==> src/core/afmd_map.vh <==
// Register map, opcodes, codes and timing constants of the feature/diagnostic block
`ifndef AFMD_MAP_VH
`define AFMD_MAP_VH

// --------------------------------
// Register indices (byte address = 4 x index)
// --------------------------------
`define AFMD_IX_FEAT     12'h1F1
`define AFMD_IX_COUNT    12'h1F2
`define AFMD_IX_SECT     12'h1F3
`define AFMD_IX_CYLLO    12'h1F4
`define AFMD_IX_CYLHI    12'h1F5
`define AFMD_IX_DRVHD    12'h1F6
`define AFMD_IX_CMD      12'h1F7
`define AFMD_IX_CTRL     12'h200
`define AFMD_IX_ID47_59  12'h201
`define AFMD_IX_ID86_94  12'h202
`define AFMD_IX_MODE     12'h203

// --------------------------------
// Control register bits and drive/head select bit
// --------------------------------
`define AFMD_CTRL_SRST   0
`define AFMD_CTRL_BUFERR 1
`define AFMD_CTRL_ROMERR 2
`define AFMD_CTRL_D1PRES 3
`define AFMD_CTRL_ISD1   4
`define AFMD_DH_DEVSEL   4

// --------------------------------
// Opcodes and feature subcodes
// --------------------------------
`define AFMD_OP_FEAT     8'hEF
`define AFMD_OP_MULT     8'hC6
`define AFMD_OP_DIAG     8'h90
`define AFMD_SUB_XFER    8'h03
`define AFMD_SUB_AAM_ON  8'h42
`define AFMD_SUB_AAM_OFF 8'hC2

// --------------------------------
// Transfer mode encodings
// --------------------------------
`define AFMD_XT_PIODEF   5'h00
`define AFMD_XT_PIOFC    5'h01
`define AFMD_XT_MWDMA    5'h04
`define AFMD_XT_UDMA     5'h08
`define AFMD_XM_PIOMAX   3'h4
`define AFMD_XM_MWMAX    3'h2
`define AFMD_XM_UDMAX    3'h5
`define AFMD_XFER_RST    8'h0C

// --------------------------------
// Acoustic levels, identify words, status and codes
// --------------------------------
`define AFMD_AAM_RSVD    8'hFF
`define AFMD_AAM_PERF    8'hC0
`define AFMD_AAM_QUIET   8'h80
`define AFMD_ID47        16'h8010
`define AFMD_ID59_EN     8'h01
`define AFMD_ID86_AAM    9
`define AFMD_ERR_ABRT    8'h04
`define AFMD_DG_OK       8'h01
`define AFMD_DG_BUF      8'h03
`define AFMD_DG_ROM      8'h05
`define AFMD_DG_D1FAIL   8'h80
`define AFMD_DG_ONE      8'h01
`define AFMD_ST_IDLE     8'h50
`define AFMD_ST_BSY      7
`define AFMD_ST_RDY      6
`define AFMD_ST_ERR      0
`define AFMD_RESP_OK     2'h0
`define AFMD_RESP_ERR    2'h2

// --------------------------------
// Timing
// --------------------------------
`define AFMD_CLK_HZ      100000000
`define AFMD_D1_WAIT_S   5
`define AFMD_SELFTEST_CY 8'h10

`endif

==> src/core/afmd_top.v <==
// Task-file command interpreter for feature, block-count and diagnostic commands
//
// Summary of operation
// Transfer subcode: count is type[7:3], mode[2:0]
// Accept 0x00 and PIO flow modes 0x08-0x0C
// Accept multiword DMA modes 0x20-0x22
// Accept Ultra DMA modes 0x40-0x45
// Other transfer-mode values abort the command
// PIO 4 and MW DMA 2 usable by default; reset loads mode 0x0C (PIO 4) only
// Subcode 0x42 enables acoustic level from count
// Classify acoustic levels by range
// Acoustic state survives every kind of reset
// Subcode 0xC2 disables; identify bits read zero
// Block counts 2, 4, 8, 16 supported
// Block-count command: busy, check, store, enable
// Bad count aborts; zero accepted; both disable
// Block-count end: drop busy, raise interrupt
// Hard reset disables multiple; soft reset keeps
// Identify word 47 reads 0x8010
// Word 59 zero or 0x01 plus count
// Diagnostic runs regardless of device select
// Device 0 waits five seconds for PDIAG-
// Device 1 failure merges 0x80 into code
// Device 0 interrupts; device 1 stays silent
// Host may select device 1 for status
// Feature command: busy, capture, interrupt, abort bad
// Diagnostic code in error register
`timescale 1ns/1ns
`include "afmd_map.vh"

module afmd_top #(
  parameter [31:0] D1_WAIT_CYC = `AFMD_D1_WAIT_S * `AFMD_CLK_HZ
) (
  input  wire        clock,
  input  wire        reset,
  input  wire [13:0] s_axi_awaddr,
  input  wire        s_axi_awvalid,
  output wire        s_axi_awready,
  input  wire [31:0] s_axi_wdata,
  input  wire [3:0]  s_axi_wstrb,
  input  wire        s_axi_wvalid,
  output wire        s_axi_wready,
  output reg  [1:0]  s_axi_bresp,
  output reg         s_axi_bvalid,
  input  wire        s_axi_bready,
  input  wire [13:0] s_axi_araddr,
  input  wire        s_axi_arvalid,
  output wire        s_axi_arready,
  output reg  [31:0] s_axi_rdata,
  output reg  [1:0]  s_axi_rresp,
  output reg         s_axi_rvalid,
  input  wire        s_axi_rready,
  input  wire        pdiag_n_in,
  output wire        pdiag_n_out,
  output wire        pdiag_n_oe_n,
  output reg         intrq
);

  // --------------------------------
  // State
  // --------------------------------
  localparam [1:0] S_IDLE = 2'h0;
  localparam [1:0] S_EXEC = 2'h1;
  localparam [1:0] S_DIAG = 2'h2;
  localparam [1:0] S_WAIT = 2'h3;

  reg  [1:0]  state_r;
  reg  [7:0]  opcode_reg_r;
  reg  [7:0]  subcode_reg_r;
  reg  [7:0]  count_reg_r;
  reg  [7:0]  sector_index_reg_r;
  reg  [7:0]  cyl_low_r;
  reg  [7:0]  cyl_high_r;
  reg  [7:0]  drive_head_select_r;
  reg  [7:0]  fault_code_reg_r;
  reg         bsy_r;
  reg         err_r;
  reg  [4:0]  ctrl_r;
  reg  [7:0]  xfer_mode_r;
  reg         mult_en_r;
  reg  [7:0]  mult_cnt_r;
  reg         pdiag_drive_r;
  reg  [31:0] wait_r;
  reg  [7:0]  diag_code_r;

  // Kept out of the reset path on purpose: acoustic state outlives all resets
  reg         aam_en_r;
  reg  [7:0]  aam_level_r;
  initial begin
    aam_en_r    = 1'b0;
    aam_level_r = 8'h00;
  end

  wire        st_done;
  wire [7:0]  st_code;
  wire        xfer_ok;
  wire [1:0]  aam_class;
  reg         st_start;

  wire        srst   = ctrl_r[`AFMD_CTRL_SRST];
  wire        is_d1  = ctrl_r[`AFMD_CTRL_ISD1];
  wire        d1_pres = ctrl_r[`AFMD_CTRL_D1PRES];
  wire        sel_ok = (drive_head_select_r[`AFMD_DH_DEVSEL] == is_d1);

  // --------------------------------
  // Sub-blocks
  // --------------------------------
  afmd_selftest u_selftest (
    .clock    (clock),
    .reset    (reset | srst),
    .start    (st_start),
    .buf_fail (ctrl_r[`AFMD_CTRL_BUFERR]),
    .rom_fail (ctrl_r[`AFMD_CTRL_ROMERR]),
    .done     (st_done),
    .code     (st_code)
  );

  afmd_decode u_decode (
    .count     (count_reg_r),
    .xfer_ok   (xfer_ok),
    .aam_class (aam_class)
  );

  // --------------------------------
  // Bus handshakes
  // --------------------------------
  wire        wr_go = s_axi_awvalid & s_axi_wvalid & ~s_axi_bvalid;
  wire        rd_go = s_axi_arvalid & ~s_axi_rvalid;
  wire [11:0] wr_ix = s_axi_awaddr[13:2];
  wire [11:0] rd_ix = s_axi_araddr[13:2];
  wire [7:0]  wb    = s_axi_wdata[7:0];
  wire        wl0   = wr_go & s_axi_wstrb[0];

  assign s_axi_awready = wr_go;
  assign s_axi_wready  = wr_go;
  assign s_axi_arready = rd_go;

  // PDIAG- is open drain: only ever pulled low
  assign pdiag_n_out  = 1'b0;
  assign pdiag_n_oe_n = ~pdiag_drive_r;

  // Task file is frozen while busy, as a real drive would ignore it
  wire tf_wr     = wl0 & ~bsy_r;
  wire cmd_wr    = tf_wr & (wr_ix == `AFMD_IX_CMD);
  wire cmd_take  = cmd_wr & (sel_ok | (wb == `AFMD_OP_DIAG));
  wire stat_rd   = rd_go & (rd_ix == `AFMD_IX_CMD) & sel_ok;

  // --------------------------------
  // Identify words
  // --------------------------------
  wire [15:0] id47 = `AFMD_ID47;
  wire [15:0] id59 = mult_en_r ? {`AFMD_ID59_EN, mult_cnt_r} : 16'h0000;
  wire [15:0] id86 = {6'h00, aam_en_r, 9'h000};
  wire [15:0] id94 = {8'h00, aam_en_r ? aam_level_r : 8'h00};
  wire [7:0]  status = {bsy_r, ~bsy_r, 5'h08, err_r & ~bsy_r};

  // Supported block counts: exactly one bit set among 2, 4, 8, 16
  wire cnt_ok = (count_reg_r == 8'h02) | (count_reg_r == 8'h04) |
                (count_reg_r == 8'h08) | (count_reg_r == 8'h10);

  // --------------------------------
  // Feature subcode acceptance
  // --------------------------------
  reg sub_ok;
  always @* begin
    case (subcode_reg_r)
      `AFMD_SUB_XFER:   sub_ok = xfer_ok;
      `AFMD_SUB_AAM_ON: sub_ok = 1'b1;
      `AFMD_SUB_AAM_OFF: sub_ok = 1'b1;
      8'h02, 8'h04, 8'h05, 8'h33, 8'h54, 8'h55, 8'h66, 8'h77, 8'h81,
      8'h82, 8'h84, 8'h85, 8'h88, 8'h89, 8'hAA, 8'hAB, 8'hBB, 8'hCC:
        sub_ok = 1'b1;
      default:          sub_ok = 1'b0;
    endcase
  end

  // --------------------------------
  // Acoustic state (no reset term)
  // --------------------------------
  always @(posedge clock) begin
    if (state_r == S_EXEC && opcode_reg_r == `AFMD_OP_FEAT) begin
      if (subcode_reg_r == `AFMD_SUB_AAM_ON) begin
        aam_en_r    <= 1'b1;
        aam_level_r <= count_reg_r;
      end else if (subcode_reg_r == `AFMD_SUB_AAM_OFF) begin
        aam_en_r    <= 1'b0;
      end
    end
  end

  // --------------------------------
  // Multiple mode: hard reset clears, soft reset keeps
  // --------------------------------
  always @(posedge clock) begin
    if (reset) begin
      mult_en_r  <= 1'b0;
      mult_cnt_r <= 8'h00;
    end else if (state_r == S_EXEC && opcode_reg_r == `AFMD_OP_MULT) begin
      mult_en_r  <= cnt_ok;
      if (cnt_ok)
        mult_cnt_r <= count_reg_r;
    end
  end

  // --------------------------------
  // Command sequencer and task file
  // --------------------------------
  always @(posedge clock) begin
    if (reset) begin
      state_r             <= S_IDLE;
      opcode_reg_r        <= 8'h00;
      subcode_reg_r       <= 8'h00;
      count_reg_r         <= 8'h00;
      sector_index_reg_r  <= 8'h00;
      cyl_low_r           <= 8'h00;
      cyl_high_r          <= 8'h00;
      drive_head_select_r <= 8'h00;
      fault_code_reg_r    <= `AFMD_DG_OK;
      bsy_r               <= 1'b0;
      err_r               <= 1'b0;
      intrq               <= 1'b0;
      xfer_mode_r         <= `AFMD_XFER_RST;
      pdiag_drive_r       <= 1'b0;
      wait_r              <= 32'h0;
      diag_code_r         <= `AFMD_DG_OK;
      st_start            <= 1'b0;
    end else if (srst) begin
      // Soft reset ends any command but keeps settings
      state_r       <= S_IDLE;
      bsy_r         <= 1'b0;
      err_r         <= 1'b0;
      intrq         <= 1'b0;
      pdiag_drive_r <= 1'b0;
      st_start      <= 1'b0;
    end else begin
      st_start <= 1'b0;
      if (stat_rd)
        intrq <= 1'b0;
      if (tf_wr) begin
        case (wr_ix)
          `AFMD_IX_FEAT:  subcode_reg_r       <= wb;
          `AFMD_IX_COUNT: count_reg_r         <= wb;
          `AFMD_IX_SECT:  sector_index_reg_r  <= wb;
          `AFMD_IX_CYLLO: cyl_low_r           <= wb;
          `AFMD_IX_CYLHI: cyl_high_r          <= wb;
          `AFMD_IX_DRVHD: drive_head_select_r <= wb;
          default: ;
        endcase
      end
      case (state_r)
        S_IDLE: begin
          if (cmd_take) begin
            opcode_reg_r <= wb;
            bsy_r        <= 1'b1;
            err_r        <= 1'b0;
            if (wb == `AFMD_OP_DIAG) begin
              state_r       <= S_DIAG;
              st_start      <= 1'b1;
              pdiag_drive_r <= 1'b0;
            end else begin
              state_r <= S_EXEC;
            end
          end
        end
        S_EXEC: begin
          state_r <= S_IDLE;
          bsy_r   <= 1'b0;
          intrq   <= 1'b1;
          case (opcode_reg_r)
            `AFMD_OP_FEAT: begin
              err_r <= ~sub_ok;
              if (subcode_reg_r == `AFMD_SUB_XFER && xfer_ok)
                xfer_mode_r <= count_reg_r;
            end
            `AFMD_OP_MULT: err_r <= ~cnt_ok & (count_reg_r != 8'h00);
            default:       err_r <= 1'b1;
          endcase
          fault_code_reg_r <= `AFMD_ERR_ABRT;
        end
        S_DIAG: begin
          if (st_done) begin
            diag_code_r <= st_code;
            wait_r      <= 32'h0;
            if (is_d1) begin
              pdiag_drive_r <= (st_code == `AFMD_DG_OK);
              state_r       <= S_IDLE;
              bsy_r         <= 1'b0;
              fault_code_reg_r <= st_code;
            end else if (d1_pres) begin
              state_r <= S_WAIT;
            end else begin
              state_r          <= S_IDLE;
              bsy_r            <= 1'b0;
              intrq            <= 1'b1;
              fault_code_reg_r <= st_code;
            end
          end
        end
        S_WAIT: begin
          wait_r <= wait_r + 32'h1;
          if (~pdiag_n_in) begin
            state_r          <= S_IDLE;
            bsy_r            <= 1'b0;
            intrq            <= 1'b1;
            fault_code_reg_r <= diag_code_r;
          end else if (wait_r >= D1_WAIT_CYC - 32'h1) begin
            state_r          <= S_IDLE;
            bsy_r            <= 1'b0;
            intrq            <= 1'b1;
            fault_code_reg_r <= diag_code_r | `AFMD_DG_D1FAIL;
          end
        end
        default: state_r <= S_IDLE;
      endcase
      // Diagnostic completion leaves the signature in the task file
      if ((state_r == S_DIAG && st_done && (is_d1 | ~d1_pres)) ||
          (state_r == S_WAIT && (~pdiag_n_in || wait_r >= D1_WAIT_CYC - 32'h1))) begin
        count_reg_r         <= `AFMD_DG_ONE;
        sector_index_reg_r  <= `AFMD_DG_ONE;
        cyl_low_r           <= 8'h00;
        cyl_high_r          <= 8'h00;
        drive_head_select_r <= 8'h00;
      end
    end
  end

  // --------------------------------
  // Control register (written any time, even while busy)
  // --------------------------------
  always @(posedge clock) begin
    if (reset)
      ctrl_r <= 5'h00;
    else if (wl0 && wr_ix == `AFMD_IX_CTRL)
      ctrl_r <= wb[4:0];
  end

  // --------------------------------
  // Write response
  // --------------------------------
  wire wr_mapped = (wr_ix >= `AFMD_IX_FEAT && wr_ix <= `AFMD_IX_CMD) ||
                   (wr_ix == `AFMD_IX_CTRL);

  always @(posedge clock) begin
    if (reset) begin
      s_axi_bvalid <= 1'b0;
      s_axi_bresp  <= `AFMD_RESP_OK;
    end else if (wr_go) begin
      s_axi_bvalid <= 1'b1;
      s_axi_bresp  <= wr_mapped ? `AFMD_RESP_OK : `AFMD_RESP_ERR;
    end else if (s_axi_bready) begin
      s_axi_bvalid <= 1'b0;
    end
  end

  // --------------------------------
  // Read data
  // --------------------------------
  reg [31:0] rd_mux;
  reg        rd_hit;
  always @* begin
    rd_hit = 1'b1;
    case (rd_ix)
      `AFMD_IX_FEAT:    rd_mux = {24'h0, fault_code_reg_r};
      `AFMD_IX_COUNT:   rd_mux = {24'h0, count_reg_r};
      `AFMD_IX_SECT:    rd_mux = {24'h0, sector_index_reg_r};
      `AFMD_IX_CYLLO:   rd_mux = {24'h0, cyl_low_r};
      `AFMD_IX_CYLHI:   rd_mux = {24'h0, cyl_high_r};
      `AFMD_IX_DRVHD:   rd_mux = {24'h0, drive_head_select_r};
      `AFMD_IX_CMD:     rd_mux = {24'h0, status};
      `AFMD_IX_CTRL:    rd_mux = {27'h0, ctrl_r};
      `AFMD_IX_ID47_59: rd_mux = {id59, id47};
      `AFMD_IX_ID86_94: rd_mux = {id94, id86};
      `AFMD_IX_MODE:    rd_mux = {4'h0, state_r, aam_class, xfer_mode_r,
                                  7'h00, mult_en_r, mult_cnt_r};
      default: begin
        rd_mux = 32'h0;
        rd_hit = 1'b0;
      end
    endcase
  end

  always @(posedge clock) begin
    if (reset) begin
      s_axi_rvalid <= 1'b0;
      s_axi_rdata  <= 32'h0;
      s_axi_rresp  <= `AFMD_RESP_OK;
    end else if (rd_go) begin
      s_axi_rvalid <= 1'b1;
      s_axi_rdata  <= rd_mux;
      s_axi_rresp  <= rd_hit ? `AFMD_RESP_OK : `AFMD_RESP_ERR;
    end else if (s_axi_rready) begin
      s_axi_rvalid <= 1'b0;
    end
  end

endmodule // afmd_top

==> src/core/afmd_selftest.v <==
// Self-test sequencer producing the local diagnostic code
`timescale 1ns/1ns
`include "afmd_map.vh"

module afmd_selftest (
  input  wire       clock,
  input  wire       reset,
  input  wire       start,
  input  wire       buf_fail,
  input  wire       rom_fail,
  output reg        done,
  output reg  [7:0] code
);

  reg [7:0] cnt_r;
  reg       run_r;

  always @(posedge clock) begin
    if (reset) begin
      cnt_r <= 8'h00;
      run_r <= 1'b0;
      done  <= 1'b0;
      code  <= `AFMD_DG_OK;
    end else begin
      done <= 1'b0;
      if (start) begin
        cnt_r <= 8'h00;
        run_r <= 1'b1;
      end else if (run_r) begin
        cnt_r <= cnt_r + 8'h01;
        if (cnt_r == `AFMD_SELFTEST_CY - 8'h01) begin
          run_r <= 1'b0;
          done  <= 1'b1;
          // Buffer fault outranks ROM fault
          code  <= buf_fail ? `AFMD_DG_BUF : (rom_fail ? `AFMD_DG_ROM : `AFMD_DG_OK);
        end
      end
    end
  end

endmodule // afmd_selftest

==> src/core/afmd_decode.v <==
// Transfer-mode and acoustic-level decoding
`timescale 1ns/1ns
`include "afmd_map.vh"

module afmd_decode (
  input  wire [7:0] count,
  output reg        xfer_ok,
  output reg  [1:0] aam_class
);

  always @* begin
    case (count[7:3])
      `AFMD_XT_PIODEF: xfer_ok = (count[2:0] == 3'h0);
      `AFMD_XT_PIOFC:  xfer_ok = (count[2:0] <= `AFMD_XM_PIOMAX);
      `AFMD_XT_MWDMA:  xfer_ok = (count[2:0] <= `AFMD_XM_MWMAX);
      `AFMD_XT_UDMA:   xfer_ok = (count[2:0] <= `AFMD_XM_UDMAX);
      default:         xfer_ok = 1'b0;
    endcase
    // 3 reserved, 2 max performance, 1 min noise, 0 retired or vendor
    if (count == `AFMD_AAM_RSVD)
      aam_class = 2'h3;
    else if (count >= `AFMD_AAM_PERF)
      aam_class = 2'h2;
    else if (count >= `AFMD_AAM_QUIET)
      aam_class = 2'h1;
    else
      aam_class = 2'h0;
  end

endmodule // afmd_decode

==> config.mk <==
export PLATFORM = sky130hd
export DESIGN_NAME = afmd_top
export DESIGN_NICKNAME = d
export VERILOG_FILES = /design/src/core/afmd_top.v /design/src/core/afmd_selftest.v /design/src/core/afmd_decode.v
export VERILOG_INCLUDE_DIRS = /design/src /design/src/core
export SDC_FILE = /design/constraint.sdc
export NUM_CORES = 1
export LEC_CHECK = 0
export BUFFER_PORTS_ARGS = -buffer_cell sky130_fd_sc_hd__buf_4
export CAP_MARGIN = 10
export CORE_MARGIN = 4
export CORE_UTILIZATION = 39
export CTS_CLUSTER_DIAMETER = 50
export DETAILED_ROUTE_END_ITERATION = 8
export PLACE_DENSITY = 0.57
export SLEW_MARGIN = 20
export SYNTH_ARGS = -nofsm -noshare
export SYNTH_HDL_FRONTEND = slang
export SYNTH_SLANG_ARGS = --single-unit
==> constraint.sdc <==
create_clock -name clock -period 4.88 [get_ports clock]
set_input_delay 1.22 -clock clock [delete_from_list [all_inputs] [get_ports clock]]
set_output_delay 1.22 -clock clock [all_outputs]
set_load 0.01 [all_outputs]
==> reports/qor.txt, run 1 <==
Outcome = finished clean
Sink Count = 171
Number of nets in the layout = 1048
Top cells by area, synth = dfxtp_1 40%, nor2_1 5.8%, mux2i_1 5.2%
Worst Path Arrival = 2.07 ns
DR DRC count = 0
Post-Layout Cell Count = 1257
Most numerous cell in the Yosys netlist = dfxtp_1
WS Path Type = input pin to primary output
Core Rows = 52
Dpl cells = 1225
Design area = 9379 µm²
Synthesized area per cell = 8.743 µm²
CTS Hold Bufs = 0
CTS tree = yes
Setup TNS = 0 ns
First-pass GRT wire length = 35.65 mm
Largest area contributor in the netlist = dfxtp_1
Register bit total from synthesis = 171
Top cells by count, synth = 162 x dfxtp_1, 125 x nor2_1, 83 x nand2_1
Starting DRT DRC Count = 483
Fill cells = 2051
Worst setup SP type = input pin
N_diodes = 0
Number of hold violations in the final report = 0
Ys async rst share = 0%
CP Capture Type = primary output
Setup bufs post-CTS = 0
Setup violators final = 0
Yosys top cell area share = 40.19%
Die Footprint = 23060 µm²
Max-cap viol count = 0
Hpwl dp = 15.61 mm
Width of the die = 151.9 µm
Vias in the first global route = 6481
Most used DFF post-synth = dfxtp_1
Final RePlAce weighted congestion = 0.8204
I/O Buffers = 72
Layout cells sized above 1 = 13.98%
Initial antenna violation count = 0
Netlist cell types = 73
Skew-Pair Late Insertion Delay = 0.44 ns
Starting Density = 39.76%
Peak VDD IR = 0.2267 mV
Die height = 151.9 µm
Core Box Area = 20300 µm²
Period minus WS final = 3.292 ns
I/O Pins = 116
Dpl cell area = 8785 µm²
Clock-pin slew on the worst setup and hold paths = 0.07 ns
Final wirelength = 22.05 mm
Final Core Density = 46.20%
RSZ-0062 raised after global routing = no
First-pass iteration count of the detailed router = 5
Final Max Tran Viols = 0
Clock Tree Buf Depth = 2
Post-CTS sizing = 0
Detail Route Antenna Nets = 0
Synthesized netlist cell count = 923
Crit Path Max Fanout = 27
CTS buffer count = 17
Final period util = 67.45%
Tot GR Track Use = 18.83%
WP data required = 3.66 ns
Area Growth Syn to Fin = 16.22%
Achievable Freq = 0.3038 GHz
Skew final = 0.01608 ns
Overflow after GRT = 0
Sequential cell area fraction in the yosys report = 43.53%
Rel. slew slack = 26.75%
Leak Pwr = 3.259 nW
Netlist Area Pre-Place = 8070 µm²
Pin count of the biggest net entering global routing = 37
Worst slew pin tran = 1.097 ns
Synth warn = 0
Clock Tree Root = clkbuf_16
Post-synth EDFFs = 9
Vias/cell = 5.540
Class of the worst hold path = flop to flop
R2R setup slack = 2.04 ns
H-tree Lvls = 4
Vias = 6964
Pwr dens = 314.1 nW/µm²
DR WL/cell = 17.54 µm
-- layout by cell type (no fill, tap or decap), drive strengths merged, types with 11 or more instances in the layout --
cell type,n
a21oi,50
a22oi,12
and2,11
and3,14
buf,81
clkbuf,17
conb,12
dfxtp,162
inv,25
mux2i,42
nand2,83
nand3,25
nand4,20
nor2,126
nor3,32
nor4,17
o21ai,36
o2bb2ai,40
or3,16
xnor2,12
xor2,21
-- cell type report --
cell class	count	area [µm²]	share of cell area (%)
Multi-Input combinational cell	689	4273	45.56
Sequential cell	171	3513	37.46
Timing Repair Buffer	81	608.1	6.483
Clock buffer	17	425.4	4.536
Tap cell	270	337.8	3.602
Clock inverter	15	168.9	1.801
Inverter	14	52.55	0.5603
-- worst paths after layout --
check	cells past startpoint	to	from
worst max register to register	6	mult_cnt_r[5]	state_r[0]
worst min-delay path	2	s_axi_rdata[15]	s_axi_rdata[15]
worst min register to register	2	s_axi_rdata[15]	s_axi_rdata[15]
worst max-delay path	5	s_axi_arready	s_axi_arvalid
-- layer usage --
layer,global-route usage [%],vias to the layer above,share of wire [%]
li1,-,3441,-
met1,29.03,3290,52
met2,26.82,215,41
met3,4.295,18,6.0
met4,3.896,0,0.81
met5,0,-,0
-- worst max-delay path, cell delays in order --
cell and delay (ns):
buf_4 0.11, nand2b_1 0.06, buf_4 0.30, inv_2 0.19, buf_4 0.19
-- registers in the layout, indices dropped and copies added (netlist names), 4 cells and up --
register and flops:
s_axi_rdata 23, aam_level_r 8, count_reg_r 8, sector_index_reg_r 8
cyl_high_r 8, wait_r 32, fault_code_reg_r 4, opcode_reg_r 8
ctrl_r 5, drive_head_select_r 8, u_selftest.cnt_r 8, mult_cnt_r 8
subcode_reg_r 8, cyl_low_r 8, xfer_mode_r 8
-- cells by family (layout without fill, tap and decap cells) --
family | count (synthesis) | in the layout | synth area share [%]
adder cells (fa/ha/maj) | 2 | 2 | 0.3100
buffers and inverters | 74 | 127 | 4.077
other | 1 | 12 | 0.04647
AND/OR/NAND/NOR | 395 | 395 | 25.32
XOR/XNOR | 33 | 33 | 3.581
AO/OA/AOI/OAI | 200 | 200 | 17.23
flip-flops | 171 | 171 | 43.53
multiplexers | 47 | 47 | 5.907
-- report_power, final --
part | switching, W | internal, W | total, W
Sequential | 0.00000329 | 0.00141 | 0.00141
Combinational | 0.000103 | 0.0000536 | 0.000157
Clock | 0.000641 | 0.000735 | 0.00138
-- stage by stage --
stage	hold WS (ns)	total power, W	worst slack (ns)
floorplan	0.4064	0.001534	1.708
global placement	0.4425	0.001603	1.165
detailed placement	0.4439	0.001602	1.160
CTS	0.4614	0.002975	1.583
global route	0.4791	0.003047	1.316
finish	0.4605	0.002946	1.588
Note: power is estimated with default switching activity, not from simulation.
==> run 2: changes to the inputs <==
Settings changed: PLACE_DENSITY 0.57 to 0.59.
Clock period 4.88 ns to 2.9 ns, I/O delays scaled along.
==> reports/qor.txt, run 2 (synthesized netlist as in run 1, its figures left out) <==
Final wirelength = 22.31 mm
DR DRC count = 0
Vias in the first global route = 6594
Largest regs = wait_r x32, s_axi_rdata x23
Skew final = 0.01374 ns
Max-cap viol count = 0
Starting Density = 39.76%
Worst slew pin tran = 0.7509 ns
Class of the worst hold path = flop to flop
Fill cells = 2007
Hpwl dp = 15.86 mm
R2R setup slack = 0.44 ns
First-pass iteration count of the detailed router = 5
CP endpoint = xfer_mode_r[0]
CP top delay family = simple AND/OR/NAND/NOR gates
Vias/cell = 5.577
Die Footprint = 23060 µm²
First-pass GRT wire length = 35.94 mm
Slowest cell on crit path = or4_1
CTS Hold Bufs = 0
Clock Tree Root = clkbuf_16
Setup bufs post-CTS = 0
Number of nets in the layout = 1071
Area Growth Syn to Fin = 18.42%
N_diodes = 0
Achievable Freq = 0.4062 GHz
Initial antenna violation count = 0
WS Path Type = flop to flop
RSZ-0062 raised after global routing = no
Vias = 7138
Worst r2r path cells = 6
Critical path buffers and inverters = 0
CTS tree = yes
Overflow after GRT = 0
Critical Path Stages = 6
Post-CTS sizing = 0
Most common cell after layout, fill and taps aside = dfxtp_1
Skew-Pair Late Insertion Delay = 0.44 ns
CTS buffer count = 17
I/O Pins = 116
Sink Count = 171
Final Power = 0.004967 W
Area of the multi-input gates = 4279 µm²
Pwr dens = 519.8 nW/µm²
Period minus WS final = 2.462 ns
Final period util = 84.90%
I/O Buffers = 72
Leak Pwr = 3.383 nW
Die height = 151.9 µm
Layout cells sized above 1 = 16.04%
FF-to-FF End = xfer_mode_r[0]
Crit Path Max Fanout = 8
Reg with most FFs = wait_r
Core Rows = 52
Outcome = finished clean
Number of hold violations in the final report = 0
Largest register FFs = 32
Crit path cell chain = or4_1, nor4_1, nand4_1, or3_1, mux2i_1, nor2_1
Worst Path Arrival = 2.78 ns
Peak VDD IR = 0.4376 mV
Rel. slew slack = 49.52%
Tot GR Track Use = 18.98%
Setup TNS = 0 ns
Detail Route Antenna Nets = 0
DR WL/cell = 17.43 µm
Slowest Stage Delay on Critical Path = 0.57 ns
Commonest cells after routing, fill and taps aside = 162 x dfxtp_1, 125 x nor2_1, 104 x buf_4, 83 x nand2_1, 50 x a21oi_1
Pin count of the biggest net entering global routing = 56
R2R Path Start = subcode_reg_r[7]
Setup violators final = 0
CP Capture Type = flop
Final Max Tran Viols = 0
Crit. Startpoint = subcode_reg_r[7]
WP data required = 3.22 ns
Clock Tree Buf Depth = 2
Core Box Area = 20300 µm²
H-tree Lvls = 4
Final RePlAce weighted congestion = 0.8437
Starting DRT DRC Count = 432
Storage cell area = 3513 µm²
Width of the die = 151.9 µm
Worst setup SP type = flop
Clock-pin slew on the worst setup and hold paths = 0.07 ns
-- run 2: worst min path at each step --
stage                                start                     end  slack, ns  cells after the start
floorplan                   count_reg_r[4]          aam_level_r[4]       0.41                      0
global placement    drive_head_select_r[2]  drive_head_select_r[2]       0.44                      1
detailed placement  drive_head_select_r[6]  drive_head_select_r[6]       0.45                      1
CTS                         s_axi_rdata[0]          s_axi_rdata[0]       0.46                      2
global route               s_axi_rdata[15]         s_axi_rdata[15]       0.47                      2
finish                      s_axi_rdata[0]          s_axi_rdata[0]       0.46                      2
-- run 2: metal layers --
layer | share of wire (%) | track usage, % | wire [µm]
met1 | 51 | 28.97 | 11270
met4 | 1.3 | 4.752 | 286
met3 | 6.3 | 4.266 | 1402
met2 | 42 | 27.05 | 9350
met5 | 0 | 0 | 0
-- run 2: cell type report --
cell class / count / share of cell area [%]
inverter: 14 / 0.5499
clock buffer: 17 / 4.451
clock inverter: 15 / 1.754
tap: 270 / 3.535
sequential: 171 / 36.76
multi-input combinational: 689 / 44.78
timing repair buffer: 104 / 8.170
-- run 2: tightest hold or removal path, cell delays in order (launching register included) --
cell,delay (ns)
dfxtp_1,0.31
nand2_1,0.05
a21oi_1,0.05
-- run 2: per-stage QoR --
step	hold slack [ns]	setup WS (ns)	utilization [%]	cell area (µm²)	cells
final	0.4568	0.4380	47.08	9557	1280
after global routing	0.4746	0.2241	47.08	9557	1280
after CTS	0.4565	0.4392	47.08	9557	1280
after detailed placement	0.4462	0.1036	44.16	8964	1248
after global placement	0.4428	0.1336	44.13	8957	1248
after floorplan	0.4064	0.2230	-	8112	934
-- run 2: where the power goes --
group / internal (W) / switching, W / total [W]
Combinational: 0.0000969 / 0.000177 / 0.000274
Sequential: 0.00237 / 0.00000559 / 0.00238
Clock: 0.00123 / 0.00108 / 0.00232
==> run 3: changes to the inputs <==
Settings changed: PLACE_DENSITY 0.59 to 0.57.
Clock period 2.9 ns to 2.4 ns, I/O delays scaled along.
==> reports/qor.txt, run 3 (synthesized netlist as in run 1, its figures left out) <==
Worst Path Arrival = 2.57 ns
Final wirelength = 22.68 mm
Skew-Pair Late Insertion Delay = 0.43 ns
Area Growth Syn to Fin = 23.26%
Initial antenna violation count = 0
Largest regs = wait_r x32, s_axi_rdata x23
Starting Density = 39.76%
Sequential Power Share = 47.6%
RSZ-0062 raised after global routing = no
First-pass GRT wire length = 37.17 mm
Largest register FFs = 32
CTS tree = yes
N_diodes = 0
Outcome = finished clean
CP Capture Type = flop
Overflow after GRT = 0
Vias in the first global route = 6948
Slowest cell on crit path = or4_1
Top sig layer = met4
Detail Route Antenna Nets = 0
Clock-pin slew on the worst setup and hold paths = 0.08 ns
WS Path Type = flop to flop
Switch share = 25.13%
Die height = 151.9 µm
Vias = 7234
DR DRC count = 0
Fill cells = 1997
Commonest cells after routing, fill and taps aside = 162 x dfxtp_1, 146 x buf_4, 125 x nor2_1, 83 x nand2_1, 50 x a21oi_1
CP top delay family = simple AND/OR/NAND/NOR gates
WP data required = 2.70 ns
Most common cell after layout, fill and taps aside = dfxtp_1
Hold Worst Slack = 0.4334 ns
Clock Tree Root = clkbuf_16
Layout cells sized above 1 = 19.72%
Peak VDD IR = 0.5187 mV
DR WL/cell = 17.12 µm
Leak Pwr = 3.622 nW
Worst setup SP type = flop
I/O Pins = 116
Met2 routed WL = 9.466 mm
I/O Buffers = 72
Area of the multi-input gates = 4284 µm²
Number of nets in the layout = 1116
Reg with most FFs = wait_r
CTS Hold Bufs = 0
Worst slew pin tran = 0.7530 ns
WL met1 = 11.51 mm
Final RePlAce weighted congestion = 0.8687
Period minus WS final = 2.270 ns
CTS buffer count = 17
Design area = 9947 µm²
Hpwl dp = 16.32 mm
Setup bufs post-CTS = 0
Width of the die = 151.9 µm
Pin count of the biggest net entering global routing = 65
Class of the worst hold path = input pin to flop
Sink Count = 171
Final Core Density = 49.00%
First-pass iteration count of the detailed router = 5
Dpl cell area = 9339 µm²
Starting DRT DRC Count = 477
Tot GR Track Use = 19.51%
Number of hold violations in the final report = 0
Metal3 WL = 1.303 mm
Pwr dens = 606.9 nW/µm²
Net switching power = 0.001517 W
Clock Tree Buf Depth = 2
H-tree Lvls = 4
Crit path cell chain = or4_1, nor4_1, nand4_1, or3_4, mux2i_1, nor2_1
Storage cell area = 3513 µm²
Core Rows = 52
Setup violators final = 0
Final period util = 94.57%
Final Max Tran Viols = 0
Rel. slew slack = 49.38%
Core Box Area = 20300 µm²
Clock power frac = 46.7%
Max-cap viol count = 0
Crit Path Max Fanout = 8
Final Power = 0.006037 W
Cell Int Power = 0.004520 W
Achievable Freq = 0.4406 GHz
Slowest Stage Delay on Critical Path = 0.57 ns
Skew final = 0.01151 ns
Critical path buffers and inverters = 0
Vias/cell = 5.460
Die Footprint = 23060 µm²
Comb pwr share = 5.7%
-- run 3: repair_timing --
| action | in CTS | in global routing |
|---|---|---|
| setup endpoints to repair | 6 | 0 |
| gates resized for setup | 1 | 0 |
| endpoints found under the hold margin | 0 | 0 |
-- run 3: path summary, 6_finish.rpt --
kind                            depth (start not counted)  slack [ns]             end             start
worst max-delay path                                    6        0.13  xfer_mode_r[6]  subcode_reg_r[7]
worst min-delay path                                    3        0.43    s_axi_rvalid      s_axi_rready
worst max register to register                          6        0.13  xfer_mode_r[6]  subcode_reg_r[7]
worst min register to register                          2        0.46  s_axi_rdata[0]    s_axi_rdata[0]
-- run 3: final cells by class --
| class | count | area share (%) |
|---|---|---|
| sequential | 171 | 35.32 |
| clock inverter | 14 | 1.648 |
| inverter | 14 | 0.5283 |
| clock buffer | 18 | 4.415 |
| timing repair buffer | 149 | 11.62 |
| multi-input combinational | 689 | 43.07 |
| tap | 270 | 3.396 |
-- run 3: tightest hold or removal path, cell delays in order --
cell	delay, ns
buf_4	0.07
nand2b_1	0.08
a21oi_1	0.06
-- run 3: metal layers --
layer | vias to the layer above | GRT usage (%)
met3 | 27 | 4.152
met5 | - | 0
met1 | 3415 | 28.97
met4 | 0 | 5.779
met2 | 212 | 28.47
li1 | 3580 | -
-- run 3: per-stage QoR --
stage | setup slack (ns) | TNS [ns] | cells
3_3_place_gp | -0.1111 | -2.170 | 1293
4_1_cts | 0.1342 | 0 | 1325
6_report | 0.1303 | 0 | 1325
2_1_floorplan | -0.1520 | -1.216 | 934
5_1_grt | 0.03372 | 0 | 1325
3_5_place_dp | -0.1177 | -1.177 | 1293
-- run 3: power groups by stage --
stage	clock network (W)	registers, W	logic, W
2_1_floorplan	0	0.00294	0.000174
3_3_place_gp	0	0.00294	0.000342
3_5_place_dp	0	0.00294	0.000343
4_1_cts	0.00286	0.00287	0.000343
5_1_grt	0.00300	0.00287	0.000372
6_report	0.00282	0.00287	0.000344
